### config.mk
export PLATFORM = sky130hd
export DESIGN_NAME = acdpc_top
export DESIGN_NICKNAME = d
export VERILOG_FILES = /design/src/rtl/acdpc_top.v /design/src/rtl/acdpc_div.v /design/src/rtl/acdpc_pwr.v
export VERILOG_INCLUDE_DIRS = /design/src /design/src/rtl
export SDC_FILE = /design/constraint.sdc
export NUM_CORES = 1
export LEC_CHECK = 0
export BUFFER_PORTS_ARGS = -buffer_cell sky130_fd_sc_hd__clkbuf_2
export CAP_MARGIN = 20
export CELL_PAD_IN_SITES_DETAIL_PLACEMENT = 1
export CELL_PAD_IN_SITES_GLOBAL_PLACEMENT = 1
export CORE_UTILIZATION = 35
export CTS_BUF_LIST = sky130_fd_sc_hd__clkbuf_4
export DETAILED_ROUTE_END_ITERATION = 12
export PLACE_DENSITY_LB_ADDON = 0.12
export SLEW_MARGIN = 5
export SYNTH_ARGS = -nofsm -noshare
export SYNTH_HDL_FRONTEND = slang
export SYNTH_SLANG_ARGS = --single-unit
### constraint.sdc
create_clock -name mclk_i -period 2.8 [get_ports mclk_i]
set_input_delay 0.56 -clock mclk_i [delete_from_list [all_inputs] [get_ports mclk_i]]
set_output_delay 0.56 -clock mclk_i [all_outputs]
set_load 0.02 [all_outputs]
### src/rtl/acdpc_defs.vh
// Constants for the converter clock divider and power control block
`ifndef ACDPC_DEFS_VH
`define ACDPC_DEFS_VH
// Register byte offsets
`define ACDPC_ADDR_CLK 12'h000
`define ACDPC_ADDR_PWR 12'h008
`define ACDPC_ADDR_STAT 12'h010
`define ACDPC_ADDR_SYNC 12'h100
// Field positions
`define ACDPC_CLK_RATIO_LSB 0
`define ACDPC_CLK_DCS_BIT 4
`define ACDPC_PWR_PD_BIT 0
`define ACDPC_PWR_SB_BIT 1
`define ACDPC_SYNC_EN_BIT 1
`define ACDPC_SYNC_ONCE_BIT 2
// Reset values
`define ACDPC_RATIO_RST 3'h1
`define ACDPC_DCS_RST 1'b0
`define ACDPC_SYNC_RST 2'h0
// Divide ratio limits
`define ACDPC_RATIO_MIN 3'h1
`define ACDPC_RATIO_MAX 3'h6
// Power states
`define ACDPC_PWR_RUN 2'h0
`define ACDPC_PWR_SB 2'h1
`define ACDPC_PWR_DOWN 2'h2
`define ACDPC_PWR_WAKE 2'h3
// AXI responses
`define ACDPC_RESP_OKAY 2'h0
`define ACDPC_RESP_SLVERR 2'h2
// Timing
`define ACDPC_CLK_MHZ 100
`define ACDPC_DCS_MIN_MHZ 20
`define ACDPC_DCS_LOCK_NS 1500
`define ACDPC_DCS_LOCK_CYC ((`ACDPC_DCS_LOCK_NS * `ACDPC_CLK_MHZ + 999) / 1000)
`define ACDPC_SB_WAKE_CYC 4
`define ACDPC_WAKE_SHIFT 3
`endif

### src/rtl/acdpc_top.v
// Sample clock divider, duty stabilizer and power control with AXI4-Lite registers
`timescale 1ns/100ps
`include "acdpc_defs.vh"
module acdpc_top #(
    parameter DOWN_W = 12
) (
    // Clock, reset, enable
    input wire mclk_i,
    input wire rstn_i,
    input wire ce_i,
    // AXI4-Lite write channels
    input wire [11:0] awaddr_i,
    input wire awvalid_i,
    output reg awready_o,
    input wire [31:0] wdata_i,
    input wire [3:0] wstrb_i,
    input wire wvalid_i,
    output reg wready_o,
    output reg [1:0] bresp_o,
    output reg bvalid_o,
    input wire bready_i,
    // AXI4-Lite read channels
    input wire [11:0] araddr_i,
    input wire arvalid_i,
    output reg arready_o,
    output reg [31:0] rdata_o,
    output reg [1:0] rresp_o,
    output reg rvalid_o,
    input wire rready_i,
    // Pins from the board
    input wire sync_i,
    input wire power_down_pin_i,
    input wire sense_hi_i,
    // Clock outputs
    output wire div_clk_o,
    output wire sample_o,
    output reg dcs_locked_o,
    // Analog enables
    output reg ref_int_en_o,
    output reg ref_ext_sel_o,
    output reg ref_buf_en_o,
    output reg bias_en_o,
    output reg int_clk_en_o,
    output reg out_oe_o,
    output reg dev_ready_o
);
    localparam integer LOCK_CYC = `ACDPC_DCS_LOCK_CYC;

    // Clamp a written ratio into the legal one-to-six range
    function [2:0] clamp_ratio;
        input [2:0] r;
        begin
            if (r < `ACDPC_RATIO_MIN) begin
                clamp_ratio = `ACDPC_RATIO_MIN;
            end else if (r > `ACDPC_RATIO_MAX) begin
                clamp_ratio = `ACDPC_RATIO_MAX;
            end else begin
                clamp_ratio = r;
            end
        end
    endfunction

    // Divided rate high enough for the stabilizer loop to operate
    function rate_ok;
        input [2:0] r;
        begin
            rate_ok = ({29'h0, r} * `ACDPC_DCS_MIN_MHZ) <= `ACDPC_CLK_MHZ;
        end
    endfunction

    // Configuration registers
    reg [2:0] ratio;
    reg dcs_en;
    reg pd_reg;
    reg sb_reg;
    reg [1:0] sync_mode;
    reg sync_armed;

    // Pin synchronisers: three stages each
    wire [2:0] pin_raw;
    reg [2:0] pin_s1;
    reg [2:0] pin_s2;
    reg [2:0] pin_s3;
    reg [2:0] pin_lvl;

    assign pin_raw = {sense_hi_i, power_down_pin_i, sync_i};

    genvar gi;
    generate
        for (gi = 0; gi < 3; gi = gi + 1) begin : g_pin
            // A change counts once the second and third stages agree
            always @(posedge mclk_i or negedge rstn_i) begin
                if (!rstn_i) begin
                    pin_s1[gi] <= 1'b0;
                    pin_s2[gi] <= 1'b0;
                    pin_s3[gi] <= 1'b0;
                    pin_lvl[gi] <= 1'b0;
                end else if (ce_i) begin
                    pin_s1[gi] <= pin_raw[gi];
                    pin_s2[gi] <= pin_s1[gi];
                    pin_s3[gi] <= pin_s2[gi];
                    if (pin_s2[gi] == pin_s3[gi]) begin
                        pin_lvl[gi] <= pin_s3[gi];
                    end
                end
            end
        end
    endgenerate

    // Sync edge and acceptance under the selected mode
    reg sync_prev;
    wire sync_rise;
    wire sync_hit;
    wire [1:0] pwr_state;
    wire running;

    assign sync_rise = pin_lvl[0] & ~sync_prev;
    assign running = (pwr_state == `ACDPC_PWR_RUN);
    // Mode bit selects every pulse, once bit limits to first after write
    assign sync_hit = sync_rise & running & sync_mode[0]
        & (~sync_mode[1] | sync_armed);

    // AXI write path: address and data taken in either order
    reg aw_held;
    reg w_held;
    reg [11:0] aw_addr;
    reg [31:0] w_data;
    reg [3:0] w_strb;
    wire wr_go;
    wire wr_clk;
    wire wr_pwr;
    wire wr_sync;

    assign wr_go = aw_held & w_held & ~bvalid_o;
    assign wr_clk = wr_go & (aw_addr[11:2] == `ACDPC_ADDR_CLK >> 2);
    assign wr_pwr = wr_go & (aw_addr[11:2] == `ACDPC_ADDR_PWR >> 2);
    assign wr_sync = wr_go & (aw_addr[11:2] == `ACDPC_ADDR_SYNC >> 2);

    // Write channel handshakes and response
    always @(posedge mclk_i or negedge rstn_i) begin
        if (!rstn_i) begin
            aw_held <= 1'b0;
            w_held <= 1'b0;
            aw_addr <= 12'h000;
            w_data <= 32'h00000000;
            w_strb <= 4'h0;
            awready_o <= 1'b1;
            wready_o <= 1'b1;
            bvalid_o <= 1'b0;
            bresp_o <= `ACDPC_RESP_OKAY;
        end else if (ce_i) begin
            if (awvalid_i && awready_o) begin
                aw_held <= 1'b1;
                aw_addr <= awaddr_i;
                awready_o <= 1'b0;
            end
            if (wvalid_i && wready_o) begin
                w_held <= 1'b1;
                w_data <= wdata_i;
                w_strb <= wstrb_i;
                wready_o <= 1'b0;
            end
            if (wr_go) begin
                bvalid_o <= 1'b1;
                aw_held <= 1'b0;
                w_held <= 1'b0;
                bresp_o <= (wr_clk | wr_pwr | wr_sync
                    | (aw_addr[11:2] == `ACDPC_ADDR_STAT >> 2))
                    ? `ACDPC_RESP_OKAY : `ACDPC_RESP_SLVERR;
            end
            // Channels reopen only after the response is taken
            if (bvalid_o && bready_i) begin
                bvalid_o <= 1'b0;
                awready_o <= 1'b1;
                wready_o <= 1'b1;
            end
        end
    end

    // Register storage; only the low byte carries fields
    always @(posedge mclk_i or negedge rstn_i) begin
        if (!rstn_i) begin
            ratio <= `ACDPC_RATIO_RST;
            dcs_en <= `ACDPC_DCS_RST;
            pd_reg <= 1'b0;
            sb_reg <= 1'b0;
            sync_mode <= `ACDPC_SYNC_RST;
            sync_armed <= 1'b0;
            sync_prev <= 1'b0;
        end else if (ce_i) begin
            sync_prev <= pin_lvl[0];
            if (wr_clk && w_strb[0]) begin
                ratio <= clamp_ratio(w_data[`ACDPC_CLK_RATIO_LSB +: 3]);
                dcs_en <= w_data[`ACDPC_CLK_DCS_BIT];
            end
            if (wr_pwr && w_strb[0]) begin
                pd_reg <= w_data[`ACDPC_PWR_PD_BIT];
                sb_reg <= w_data[`ACDPC_PWR_SB_BIT];
            end
            // A write rearms single-shot mode; it wins over a same-cycle sync
            if (wr_sync && w_strb[0]) begin
                sync_mode <= w_data[`ACDPC_SYNC_ONCE_BIT:`ACDPC_SYNC_EN_BIT];
                sync_armed <= 1'b1;
            end else if (sync_hit) begin
                sync_armed <= 1'b0;
            end
        end
    end

    // Read path: one request at a time, answer one cycle later
    always @(posedge mclk_i or negedge rstn_i) begin
        if (!rstn_i) begin
            arready_o <= 1'b1;
            rvalid_o <= 1'b0;
            rdata_o <= 32'h00000000;
            rresp_o <= `ACDPC_RESP_OKAY;
        end else if (ce_i) begin
            if (arvalid_i && arready_o) begin
                arready_o <= 1'b0;
                rvalid_o <= 1'b1;
                rresp_o <= `ACDPC_RESP_OKAY;
                case (araddr_i[11:2])
                    `ACDPC_ADDR_CLK >> 2: begin
                        rdata_o <= {27'h0, dcs_en, 1'b0, ratio};
                    end
                    `ACDPC_ADDR_PWR >> 2: begin
                        rdata_o <= {30'h0, sb_reg, pd_reg};
                    end
                    `ACDPC_ADDR_SYNC >> 2: begin
                        rdata_o <= {29'h0, sync_mode, 1'b0};
                    end
                    `ACDPC_ADDR_STAT >> 2: begin
                        rdata_o <= {25'h0, sync_armed, dev_ready_o, ref_ext_sel_o,
                            pwr_state, pin_lvl[1], dcs_locked_o};
                    end
                    default: begin
                        rdata_o <= 32'h00000000;
                        rresp_o <= `ACDPC_RESP_SLVERR;
                    end
                endcase
            end
            if (rvalid_o && rready_i) begin
                rvalid_o <= 1'b0;
                arready_o <= 1'b1;
            end
        end
    end

    // Power state sequencer; pin and register requests combine
    acdpc_pwr #(
        .DOWN_W(DOWN_W)
    ) u_pwr (
        .mclk_i(mclk_i),
        .rstn_i(rstn_i),
        .ce_i(ce_i),
        .pd_i(pin_lvl[1] | pd_reg),
        .sb_i(sb_reg),
        .state_o(pwr_state)
    );

    // Stabilizer only engages where the divided rate supports its loop
    wire dcs_act;
    assign dcs_act = dcs_en & rate_ok(ratio);

    acdpc_div u_div (
        .mclk_i(mclk_i),
        .rstn_i(rstn_i),
        .ce_i(ce_i),
        .run_i(running),
        .ratio_i(ratio),
        .dcs_i(dcs_act),
        .restart_i(sync_hit),
        .div_clk_o(div_clk_o),
        .rise_o(sample_o)
    );

    // Relock timer restarts on any change of the divided rate or duty mode
    reg [11:0] lock_cnt;
    reg [2:0] lock_ratio;
    reg lock_dcs;

    always @(posedge mclk_i or negedge rstn_i) begin
        if (!rstn_i) begin
            lock_cnt <= 12'h000;
            lock_ratio <= `ACDPC_RATIO_RST;
            lock_dcs <= 1'b0;
            dcs_locked_o <= 1'b0;
        end else if (ce_i) begin
            lock_ratio <= ratio;
            lock_dcs <= dcs_act;
            if (!dcs_act || !running || lock_ratio != ratio || !lock_dcs) begin
                lock_cnt <= 12'h000;
                dcs_locked_o <= 1'b0;
            end else if (lock_cnt < LOCK_CYC) begin
                lock_cnt <= lock_cnt + 12'h001;
            end else begin
                dcs_locked_o <= 1'b1;
            end
        end
    end

    // Analog enables; standby keeps the reference alive, down stops all
    always @(posedge mclk_i or negedge rstn_i) begin
        if (!rstn_i) begin
            ref_int_en_o <= 1'b0;
            ref_ext_sel_o <= 1'b0;
            ref_buf_en_o <= 1'b0;
            bias_en_o <= 1'b0;
            int_clk_en_o <= 1'b0;
            out_oe_o <= 1'b0;
            dev_ready_o <= 1'b0;
        end else if (ce_i) begin
            ref_ext_sel_o <= pin_lvl[2];
            ref_int_en_o <= ~pin_lvl[2] & (pwr_state != `ACDPC_PWR_DOWN);
            ref_buf_en_o <= (pwr_state != `ACDPC_PWR_DOWN);
            bias_en_o <= (pwr_state != `ACDPC_PWR_DOWN);
            int_clk_en_o <= running;
            out_oe_o <= running;
            dev_ready_o <= running;
        end
    end
endmodule // acdpc_top

### src/rtl/acdpc_div.v
// Integer clock divider with optional even duty regeneration
`timescale 1ns/100ps
`include "acdpc_defs.vh"
module acdpc_div (
    // Clock and control
    input wire mclk_i,
    input wire rstn_i,
    input wire ce_i,
    input wire run_i,
    // Configuration, latched only at a wrap or a restart
    input wire [2:0] ratio_i,
    input wire dcs_i,
    input wire restart_i,
    // Divided clock and sample strobe
    output reg div_clk_o,
    output reg rise_o
);
    reg [2:0] cnt;
    reg [2:0] act_ratio;
    reg act_dcs;
    wire [2:0] hi_len;
    wire [2:0] cnt_nx;

    // High time with the stabilizer: half the period, odd ratios round up
    assign hi_len = act_ratio[2:1] + {2'h0, act_ratio[0]};
    assign cnt_nx = cnt + 3'h1;

    // New ratio and duty mode load only at a wrap or a restart, so no runt pulse
    always @(posedge mclk_i or negedge rstn_i) begin
        if (!rstn_i) begin
            cnt <= 3'h0;
            act_ratio <= `ACDPC_RATIO_RST;
            act_dcs <= `ACDPC_DCS_RST;
            div_clk_o <= 1'b0;
            rise_o <= 1'b0;
        end else if (ce_i) begin
            if (!run_i) begin
                // Park at the wrap point so resuming restarts with a strobe
                cnt <= act_ratio - 3'h1;
                div_clk_o <= 1'b0;
                rise_o <= 1'b0;
            end else if (restart_i || cnt_nx >= act_ratio) begin
                cnt <= 3'h0;
                act_ratio <= ratio_i;
                act_dcs <= dcs_i;
                div_clk_o <= 1'b1; // Rising edge stays on the count start
                rise_o <= 1'b1;
            end else begin
                cnt <= cnt_nx;
                rise_o <= 1'b0;
                // Without the stabilizer the high time is one input cycle
                div_clk_o <= act_dcs & (cnt_nx < hi_len);
            end
        end
    end
endmodule // acdpc_div

### src/rtl/acdpc_pwr.v
// Power state sequencer with wake time tracking time spent down
`timescale 1ns/100ps
`include "acdpc_defs.vh"
module acdpc_pwr #(
    parameter DOWN_W = 12
) (
    // Clock and control
    input wire mclk_i,
    input wire rstn_i,
    input wire ce_i,
    // Requests
    input wire pd_i,
    input wire sb_i,
    // State
    output reg [1:0] state_o
);
    reg [DOWN_W-1:0] down_cnt;
    reg [DOWN_W-1:0] wake_cnt;
    localparam [31:0] SB_WAKE = `ACDPC_SB_WAKE_CYC;

    // Down time saturates so a very long sleep still wakes in bounded time
    always @(posedge mclk_i or negedge rstn_i) begin
        if (!rstn_i) begin
            state_o <= `ACDPC_PWR_RUN;
            down_cnt <= {DOWN_W{1'b0}};
            wake_cnt <= {DOWN_W{1'b0}};
        end else if (ce_i) begin
            case (state_o)
                `ACDPC_PWR_RUN: begin
                    down_cnt <= {DOWN_W{1'b0}};
                    if (pd_i) begin
                        state_o <= `ACDPC_PWR_DOWN;
                    end else if (sb_i) begin
                        state_o <= `ACDPC_PWR_SB;
                    end
                end
                `ACDPC_PWR_SB: begin
                    if (pd_i) begin
                        state_o <= `ACDPC_PWR_DOWN;
                    end else if (!sb_i) begin
                        state_o <= `ACDPC_PWR_WAKE;
                        // Reference stayed up, so wake is short and fixed
                        wake_cnt <= SB_WAKE[DOWN_W-1:0];
                    end
                end
                `ACDPC_PWR_DOWN: begin
                    if (!down_cnt[DOWN_W-1] || down_cnt != {DOWN_W{1'b1}}) begin
                        down_cnt <= down_cnt + {{(DOWN_W-1){1'b0}}, 1'b1};
                    end
                    if (!pd_i) begin
                        state_o <= `ACDPC_PWR_WAKE;
                        wake_cnt <= (down_cnt >> `ACDPC_WAKE_SHIFT)
                            + {{(DOWN_W-1){1'b0}}, 1'b1};
                    end
                end
                `ACDPC_PWR_WAKE: begin
                    if (pd_i) begin
                        state_o <= `ACDPC_PWR_DOWN;
                        down_cnt <= {DOWN_W{1'b0}};
                    end else if (wake_cnt <= {{(DOWN_W-1){1'b0}}, 1'b1}) begin
                        state_o <= `ACDPC_PWR_RUN;
                    end else begin
                        wake_cnt <= wake_cnt - {{(DOWN_W-1){1'b0}}, 1'b1};
                    end
                end
                default: begin
                    state_o <= `ACDPC_PWR_RUN;
                end
            endcase
        end
    end
endmodule // acdpc_pwr

* Word-level counts from Yosys, hierarchy flattened
Cells that the tools add are included.
** Cells by class
- Shift operators :: 0
- Eq/ne operators :: 26
- Add/sub/neg operators :: 7
- $mul :: 1
- Div/mod/pow operators :: 0
- Bitwise operators :: 21
- Reduce and logical (&&, ||, !) cells :: 54
- Muxes and demuxes :: 48
- Order comparisons :: 7
** Operators with widths (count)
- $mux 12 :: 9
- $pmux 12 s3 :: 2
- $reduce_and 2->1 :: 19
- $pmux 7 s4 :: 1
- $add 12x1->12 const B :: 2
- $mux 1 :: 22
- $eq 10x2->1 const B :: 2
- $eq 10x3->1 const B :: 2
- $eq 10x7->1 const B :: 2
- $logic_not 10->1 :: 2
- $mux 2 :: 9
- $reduce_bool 2->1 :: 8
- $ne 2x2->1 const B :: 7
- $and 1x1->1 :: 12
- $le 12x1->1 const B :: 1
- $lt 12x8->1 const B :: 1
- $mux 3 :: 4
- $ne 12x12->1 const B :: 1
- $sub 12x1->12 const B :: 1
- $add 9x1->10 const B :: 1
- $le 8x7->1 const B :: 1
- $logic_and 1x1->1 :: 8
- $pmux 2 s4 :: 1
- $reduce_and 7->1 :: 1
- 25 further kinds :: 45
** Word-level totals
- Output and inout bits :: 51
- ROM bits :: 0
- RAM bits :: 0
- Logic and storage cells :: 212
- Bits in registers :: 139
- Bits in latches :: 0
- Input port bits :: 71
- Memories kept :: 0

* Depth between registers and ports, before layout
Gate-level depths: netlist (run 1).
- Depth in word-level cells :: 9
- Mapped depth :: 9
- Gate-level depth less buffers :: 9

* Modules after synthesis
From an unflattened synthesis (run 1), not the netlist that was laid out.
** Second synthesis, totals
- Cell total of the unflattened synthesis :: 594
- Area total of the unflattened synthesis :: 6110.9 µm²
** Modules (own cells, without submodules)
- acdpc_top :: cells each 324, seq. area each 1858.0 µm², instances 1, area an instance 3657.3 µm²
- acdpc_pwr :: cells each 213, seq. area each 650.6 µm², instances 1, area an instance 1855.5 µm²
- acdpc_div :: cells each 57, seq. area each 226.5 µm², instances 1, area an instance 598.1 µm²

* Least setup slack after synthesis (run 1)
OpenSTA, ideal clock, no wires.
- Path kind :: flip-flop to flip-flop
- Start :: register ratio[2]
- End :: register lock_cnt[1]
- Path slack :: 328 ps
- Data required time :: 2717 ps
- Cell stages (with the launch flop) :: 10
- Data arrival time :: 2389 ps
- Path buffers :: 1
- Clock period less this slack :: 2472 ps
- Path through :: dfrtp_1 -> ha_1 -> ha_1 -> ha_1 -> o211a_1 -> a211oi_1 -> nor4b_1 -> nor2b_1 -> clkbuf_1 -> o21ai_0
** On the way
- Cells in the longest elaborated chain, start to end :: 9
- Elaborated cells on any way between the ends :: 11
- Classes of those cells :: 1 x mul; 1 x order compare; 1 x eq/ne; 1 x mux; 1 x bitwise; 6 x reduce/logical
** Ends and longest elaborated chain
- from (decl) :: line acdpc_top.v:72 : reg [2:0] ratio;
- from (signal assigned) :: line acdpc_top.v:183 : ratio <= `ACDPC_RATIO_RST;
- from (signal assigned) :: line acdpc_top.v:193 : ratio <= clamp_ratio(w_data[`ACDPC_CLK_RATIO_LSB +: 3]);
- $mul 3x3->6 (no line)
- $le 8x7->1 (no line)
- $and 1x1->1 :: line acdpc_top.v:263 : assign dcs_act = dcs_en & rate_ok(ratio);
- $logic_not 1->1 :: line acdpc_top.v:291 : if (!dcs_act || !running || lock_ratio != ratio || !lock_dcs) begin
- $logic_or 1x1->1 :: line acdpc_top.v:291
- $logic_or 1x1->1 * (2 in a row) :: line acdpc_top.v:291
- $reduce_bool 2->1 (no line)
- $reduce_and 2->1 (no line)
- to (signal assigned) :: line acdpc_top.v:295 : lock_cnt <= lock_cnt + 12'h001;
- to (decl) :: line acdpc_top.v:278 : reg [11:0] lock_cnt;
Mark *: on every way between the ends. The rest lies on a longest branch, timed or not.
A chain may end at the register's enable or synchronous reset.

* Worst setup path in the final report (run 1)
- Start :: register ratio[0]
- End :: register lock_cnt[1]
Same word-level chain as after synthesis.

==> metrics, run 1 <==
Final Core Density 40.0%; cell area after synthesis 5690 um2; DR vias 4209; pwr dens 619 nW/um2; Sw Pwr 1430 uW; routed length on met2 6390 um; FP Rows 46; area grow syn2layout 11.7%; CP startpoint kind flop; DP Area 6180 um2; Worst path max stage delay 670 ps; most frequent cell after synthesis dfrtp_1; sequential share of the synthesized area 48.1%; critical path class flop to flop; switch share 36.2%; port buffer count 59; setup TNS 0 ps; wirelength, routed 13400 um; RSZ-0062 raised after global routing false; CTS Buffer Depth 2; clk sinks 109; HP Class input port to flop; Primary FF master, synth dfrtp_1; Synth Instances 544; Top Family by Delay on Critical Path simple AND/OR/NAND/NOR gates; M1 WL 6450 um; post-layout min period 2550 ps; Slew headroom 42.9%; Slew @ Worst Pin 855 ps; DIE WIDTH 130 um; clk_skew 29.1 ps; Top cell by count, worst path ha_1; share of layout cells above drive strength 1 24.8%; drt first-iter violations 149; CTS Buf Count 9; core box area 15900 um2; outcome completed; Initial Util 35.8%; TritonCTS clock tree built; CTS clk-pin slew, worst paths 210 ps; Hold Fails Final Rpt 0; Routed wire per std cell 16.1 um; Met3 Wirelength 397 um; Setup crit end kind flop; final setup fails 0; Comb power frac 24.7%; synth cell count leaders 103 x dfrtp_1, 43 x nand2_1, 42 x mux2_2, 36 x nor2_1, 30 x buf_4; Post-synth ARST share 100%; CTS root buf clkbuf_4; Post-CTS Setup Inserts 0; mean area per synthesized cell 10.5 um2; flops & latches, synth 109; area leader, netlist dfrtp_1; highest metal used met4; GRT Residual Overflow 0; Slew Viols, Final 0; Pleak 0.00296 uW; post-synth cell types 69; DP HPWL 9850 um; Critical Path Fanout Max 12; Syn. warnings 0; top cell type's share of synthesized area 45.3%; H-tree levels 3; FMAX 392 MHz; final net count 697; Post-DRT Antenna Nets 0; Clk network pwr share 21.2%; Peak VDD IR 0.378 mV; Total GRT Usage 17.5%; drt pass-1 iters 4; GPL Wtd Cong 0.830; # IOs 122; vias in the first global route 4422; initial antenna violation count 1; WP buf/inv 0; internal power 2510 uW; Tot Pwr 3940 uW; vias per cell 5.06; Synth area leaders dfrtp_1 45%, mux2_2 8.3%, buf_4 4.0%; Post-synth EDFFs 0; Final Cycle Share 91.2%; Chip Height 130 um; sequential share of power 54.1%; worst endpoint data arrival time 2910 ps; CP max-delay cell nor2b_1; first-pass GRT wire length 22800 um; design area 6360 um2; largest net degree at the start of global routing 53; clock latency on the worst-skew pair 500 ps; biggest regs lock_cnt x12, u_pwr.down_cnt x12, u_pwr.wake_cnt x12; critical path cell sequence ha_1 -> ha_1 -> ha_1 -> nand3_1 -> a211oi_1 -> nor4b_2 -> nor2b_1 -> o21ai_0; max cap viols 0; Critical Path RT 3160 ps; drt drc 0; Die ar. 16800 um2
==> metrics by stage <==
step / instances / hold WS [ps] / worst slack (ps)
finish: 831 / 268 / 248
global route: 831 / 203 / 0.774
CTS: 830 / 202 / 141
detailed placement: 813 / 464 / 161
global placement: 813 / 457 / 286
floorplan: 570 / 264 / 328
==> layout by cell type (no fill, tap or decap), types with 3 or more instances in the layout <==
cell type	synthesis	routed
dfrtp_1	103	103
clkbuf_2	0	58
nand2_1	43	43
mux2_2	42	42
nor2_1	36	36
conb_1	1	27
a21oi_1	26	26
o21ai_0	25	25
inv_1	21	21
nand3_1	21	21
ha_1	17	17
xor2_1	15	15
buf_4	30	15
xnor2_1	12	12
nor3_1	9	9
clkbuf_4	0	9
nor2b_1	8	8
nand4_1	7	7
and3_1	6	6
nor4_1	6	6
mux2i_1	6	6
nand2b_1	6	6
dfstp_2	6	6
and2_1	5	5
o31ai_1	5	5
o21a_1	5	5
o211ai_1	4	4
nor3b_1	3	3
a22o_1	3	3
a21boi_0	3	3
clkinv_8	0	3
==> cell type report <==
type	instances	area [um2]
Fill cell	1816	9530
Sequential cell	109	2740
Multi-Input combinational cell	393	2680
Timing Repair Buffer	75	433
Tap cell	216	270
Clock inverter	7	88.8
Inverter	21	78.8
Clock buffer	9	67.6
Antenna cell	1	2.50
==> worst reg2reg max path, stage by stage (launching register included) <==
cell and delay [ps]:
dfstp_2 630, ha_1 160, ha_1 140, ha_1 240
nand3_1 80, a211oi_1 100, nor4b_2 180, nor2b_1 670
o21ai_0 210
==> logic make-up (layout without fill, tap and decap cells) <==
group                      count (synthesis)  count (layout)  share of synthesized area [%]
adders and majority gates                 19              19                           4.09
muxes                                     48              48                           9.36
buffers and inverters                     68             112                           6.64
AOI/OAI and AO/OA                        101             101                           11.9
other                                      1              28                         0.0659
DFF                                      109             109                           48.1
xor gates and xnor gates                  27              27                           4.15
and+or+nand+nor                          171             171                           15.7
==> metal layers <==
metal	vias up	track usage, %
met2	62	28.9
met4	0	4.04
met5	-	0
met1	2115	23.3
li1	2022	-
met3	10	4.00
==> worst paths after layout <==
check,endpoint,depth (start not counted),start,slack [ps]
min in group asynchronous,pin_lvl[1],2,rstn_i,550
setup / recovery,lock_cnt[1],8,ratio[0],250
max in group asynchronous,u_pwr.wake_cnt[1],3,rstn_i,1500
hold / removal,w_strb[0],2,wstrb_i[0],270
setup reg to reg,lock_cnt[1],8,ratio[0],250
hold reg to reg,awready_o,2,awready_o,490
==> power groups by stage <==
stage          combinational (uW)  sequential [uW]  clock [uW]
6_report                      972             2130         835
5_1_grt                      1090             2170         946
4_1_cts                       986             2130         892
3_5_place_dp                  981             2160           0
3_3_place_gp                  942             2140           0
2_1_floorplan                 683             2120           0
==> what timing repair did <==
action                                  4_1_cts  5_1_grt
hold endpoints to repair                     31        0
hold buffers                                  1        0
endpoints found under the setup margin        0       10
resized for setup                             0        1
Note: power is estimated with default switching activity, not from simulation.
==> run 2, diff against run 1 <==
PLACE_DENSITY_LB_ADDON = 0.1   (was 0.12)
==> run 2 against run 1 <==
Against the previous run:
- sequential share of layout area is 0.14 points higher
- utilization fell by 0.13 points
- clock skew up 15 ps
- sequential power about the same
- die area unchanged
- total power fell by 1.2%
==> metrics, run 2 (synthesized netlist as in run 1, its figures left out) <==
# IOs 122 (unchanged); core box area 15900 um2 (unchanged); Final Cycle Share 90.9% (-0.28 points); Non-Filler Instances 832 (+0.12%); wirelength, routed 13300 um (-0.62%); share of layout cells above drive strength 1 24.9% (+0.12 points); Post-DRT Antenna Nets 0 (unchanged); most frequent cells in the layout 103 x dfrtp_1, 58 x clkbuf_2, 43 x nand2_1; Die ar. 16800 um2 (unchanged); post-layout min period 2540 ps (-7.74 ps); outcome completed; area grow syn2layout 11.4%; HP Class input port to flop; Critical Path Fanout Max 12 (unchanged); FMAX 393 MHz (+0.30%); placed cells 814 (+0.12%); Top cell by count, worst path ha_1; max cap viols 0 (unchanged); final net count 698 (+0.14%); setup TNS 0 ps (unchanged); WP buf/inv 0 (unchanged); Hold Fails Final Rpt 0 (unchanged); met2 Use GR 28.8% (-0.095 points); FP Rows 46 (unchanged); met3 usage 4.38% (+0.37 points); Critical Path RT 3210 ps (+50 ps); CTS root buf clkbuf_4; CTS clk-pin slew, worst paths 210 ps (about the same); DP HPWL 9760 um (-0.89%); first-pass GRT wire length 22800 um (unchanged); worst endpoint data arrival time 2960 ps (+50 ps); Worst path max stage delay 640 ps (-30 ps); GRT Residual Overflow 0 (unchanged); DIE WIDTH 130 um (unchanged); vias in the first global route 4449 (+0.61%); critical path class flop to flop; critical path cell sequence ha_1 -> ha_1 -> ha_1 -> o211a_1 -> a211oi_1 -> nor4b_2 -> nor2b_1 -> o21ai_0; Peak VDD IR 0.309 mV (-18%); CTS Buf Count 9 (unchanged); port buffer count 59 (unchanged); H-tree levels 3 (unchanged); final setup fails 0 (unchanged); drt pass-1 iters 4 (unchanged); Post-CTS Setup Inserts 0 (unchanged); pwr dens 614 nW/um2 (-0.88%); Slew Viols, Final 0 (unchanged); GPL Wtd Cong 0.798 (-3.9%); commonest non-fill, non-tap cell in the layout dfrtp_1; Routed wire per std cell 16.0 um (-0.74%); Setup crit end kind flop; CTS Buffer Depth 2 (unchanged); DR vias 4166 (-1.0%); biggest regs lock_cnt x12, u_pwr.down_cnt x12, u_pwr.wake_cnt x12; Total GRT Usage 17.5% (+0.056 points); clk_skew 43.9 ps (+14.8 ps); Top Family by Delay on Critical Path compound AO/OA/AOI/OAI gates; CP max-delay cell dfstp_2; vias per cell 5.01 (-1.1%); Slew headroom 48.1% (+5.2 points); drt first-iter violations 187 (+26%); initial antenna violation count 1 (unchanged); GR Util met1 23.3% (about the same); drt drc 0 (unchanged); RSZ-0062 raised after global routing false; clk sinks 109 (unchanged); largest net degree at the start of global routing 49 (-7.5%); Initial Util 35.8% (unchanged); most used routing layer met2; clock latency on the worst-skew pair 520 ps (+20 ps); Pleak 0.00295 uW (about the same); TritonCTS clock tree built; Final Core Density 39.9% (-0.13 points); Slew @ Worst Pin 777 ps (-77.9 ps); CP startpoint kind flop; Chip Height 130 um (unchanged)
==> run 2: cell count changes in the layout (fill, tap and decap cells not counted), sizes merged <==
cell and change:
buf +1, clkbuf +1, inv +2, clkinv -3
==> run 2: layer usage <==
metal	vias up	share of wire, %
met2	73	48
met4	0	0.73
met1	2072	48
met5	-	0
met3	8	3.4
li1	2013	-
==> run 2: path summary, 6_finish.rpt <==
kind	start	to	slack, ps	cells past startpoint
worst max-delay path	ratio[0]	lock_cnt[1]	260	8
worst min-delay path	wstrb_i[0]	w_strb[0]	240	2
worst max register to register	ratio[0]	lock_cnt[1]	260	8
worst min register to register	awready_o	awready_o	490	2
max in group asynchronous	rstn_i	lock_cnt[6]	1510	3
min in group asynchronous	rstn_i	ratio[2]	540	2
==> run 2: report_power, final <==
group          internal [uW]  switching (uW)
sequential              1860             269
clock                    214             584
combinational            430             534
total                   2500            1390
==> run 2: metrics by stage <==
stage | cell area, um2 | total power, uW | hold slack, ps | worst slack (ps)
6_report | 6340 | 3890 | 244 | 255
3_3_place_gp | 6190 | 3080 | 457 | 250
4_1_cts | 6330 | 3950 | 212 | 69.5
3_5_place_dp | 6190 | 3130 | 464 | 112
2_1_floorplan | 5790 | 2800 | 264 | 328
5_1_grt | 6340 | 4170 | 189 | 30.2
==> run 2: area by class of cell <==
class | count | area [um2]
Sequential cell | 109 | 2740
Antenna cell | 1 | 2.50
Clock inverter | 6 | 53.8
Timing Repair Buffer | 76 | 440
Multi-Input combinational cell | 393 | 2680
Fill cell | 1858 | 9550
Inverter | 21 | 78.8
Clock buffer | 10 | 75.1
Tap cell | 216 | 270
==> run 2: worst reg2reg max path: stages, from the launching register on <==
cell,delay (ps)
dfstp_2,640
ha_1,160
ha_1,140
ha_1,230
o211a_1,110
a211oi_1,360
nor4b_2,330
nor2b_1,240
o21ai_0,220
==> run 2: what timing repair did <==
| item | CTS | global route |
|---|---|---|
| hold endpoints to repair | 12 | 0 |
| resized for setup | 0 | 1 |
| endpoints found under the setup margin | 0 | 10 |
| hold buffers | 1 | 0 |
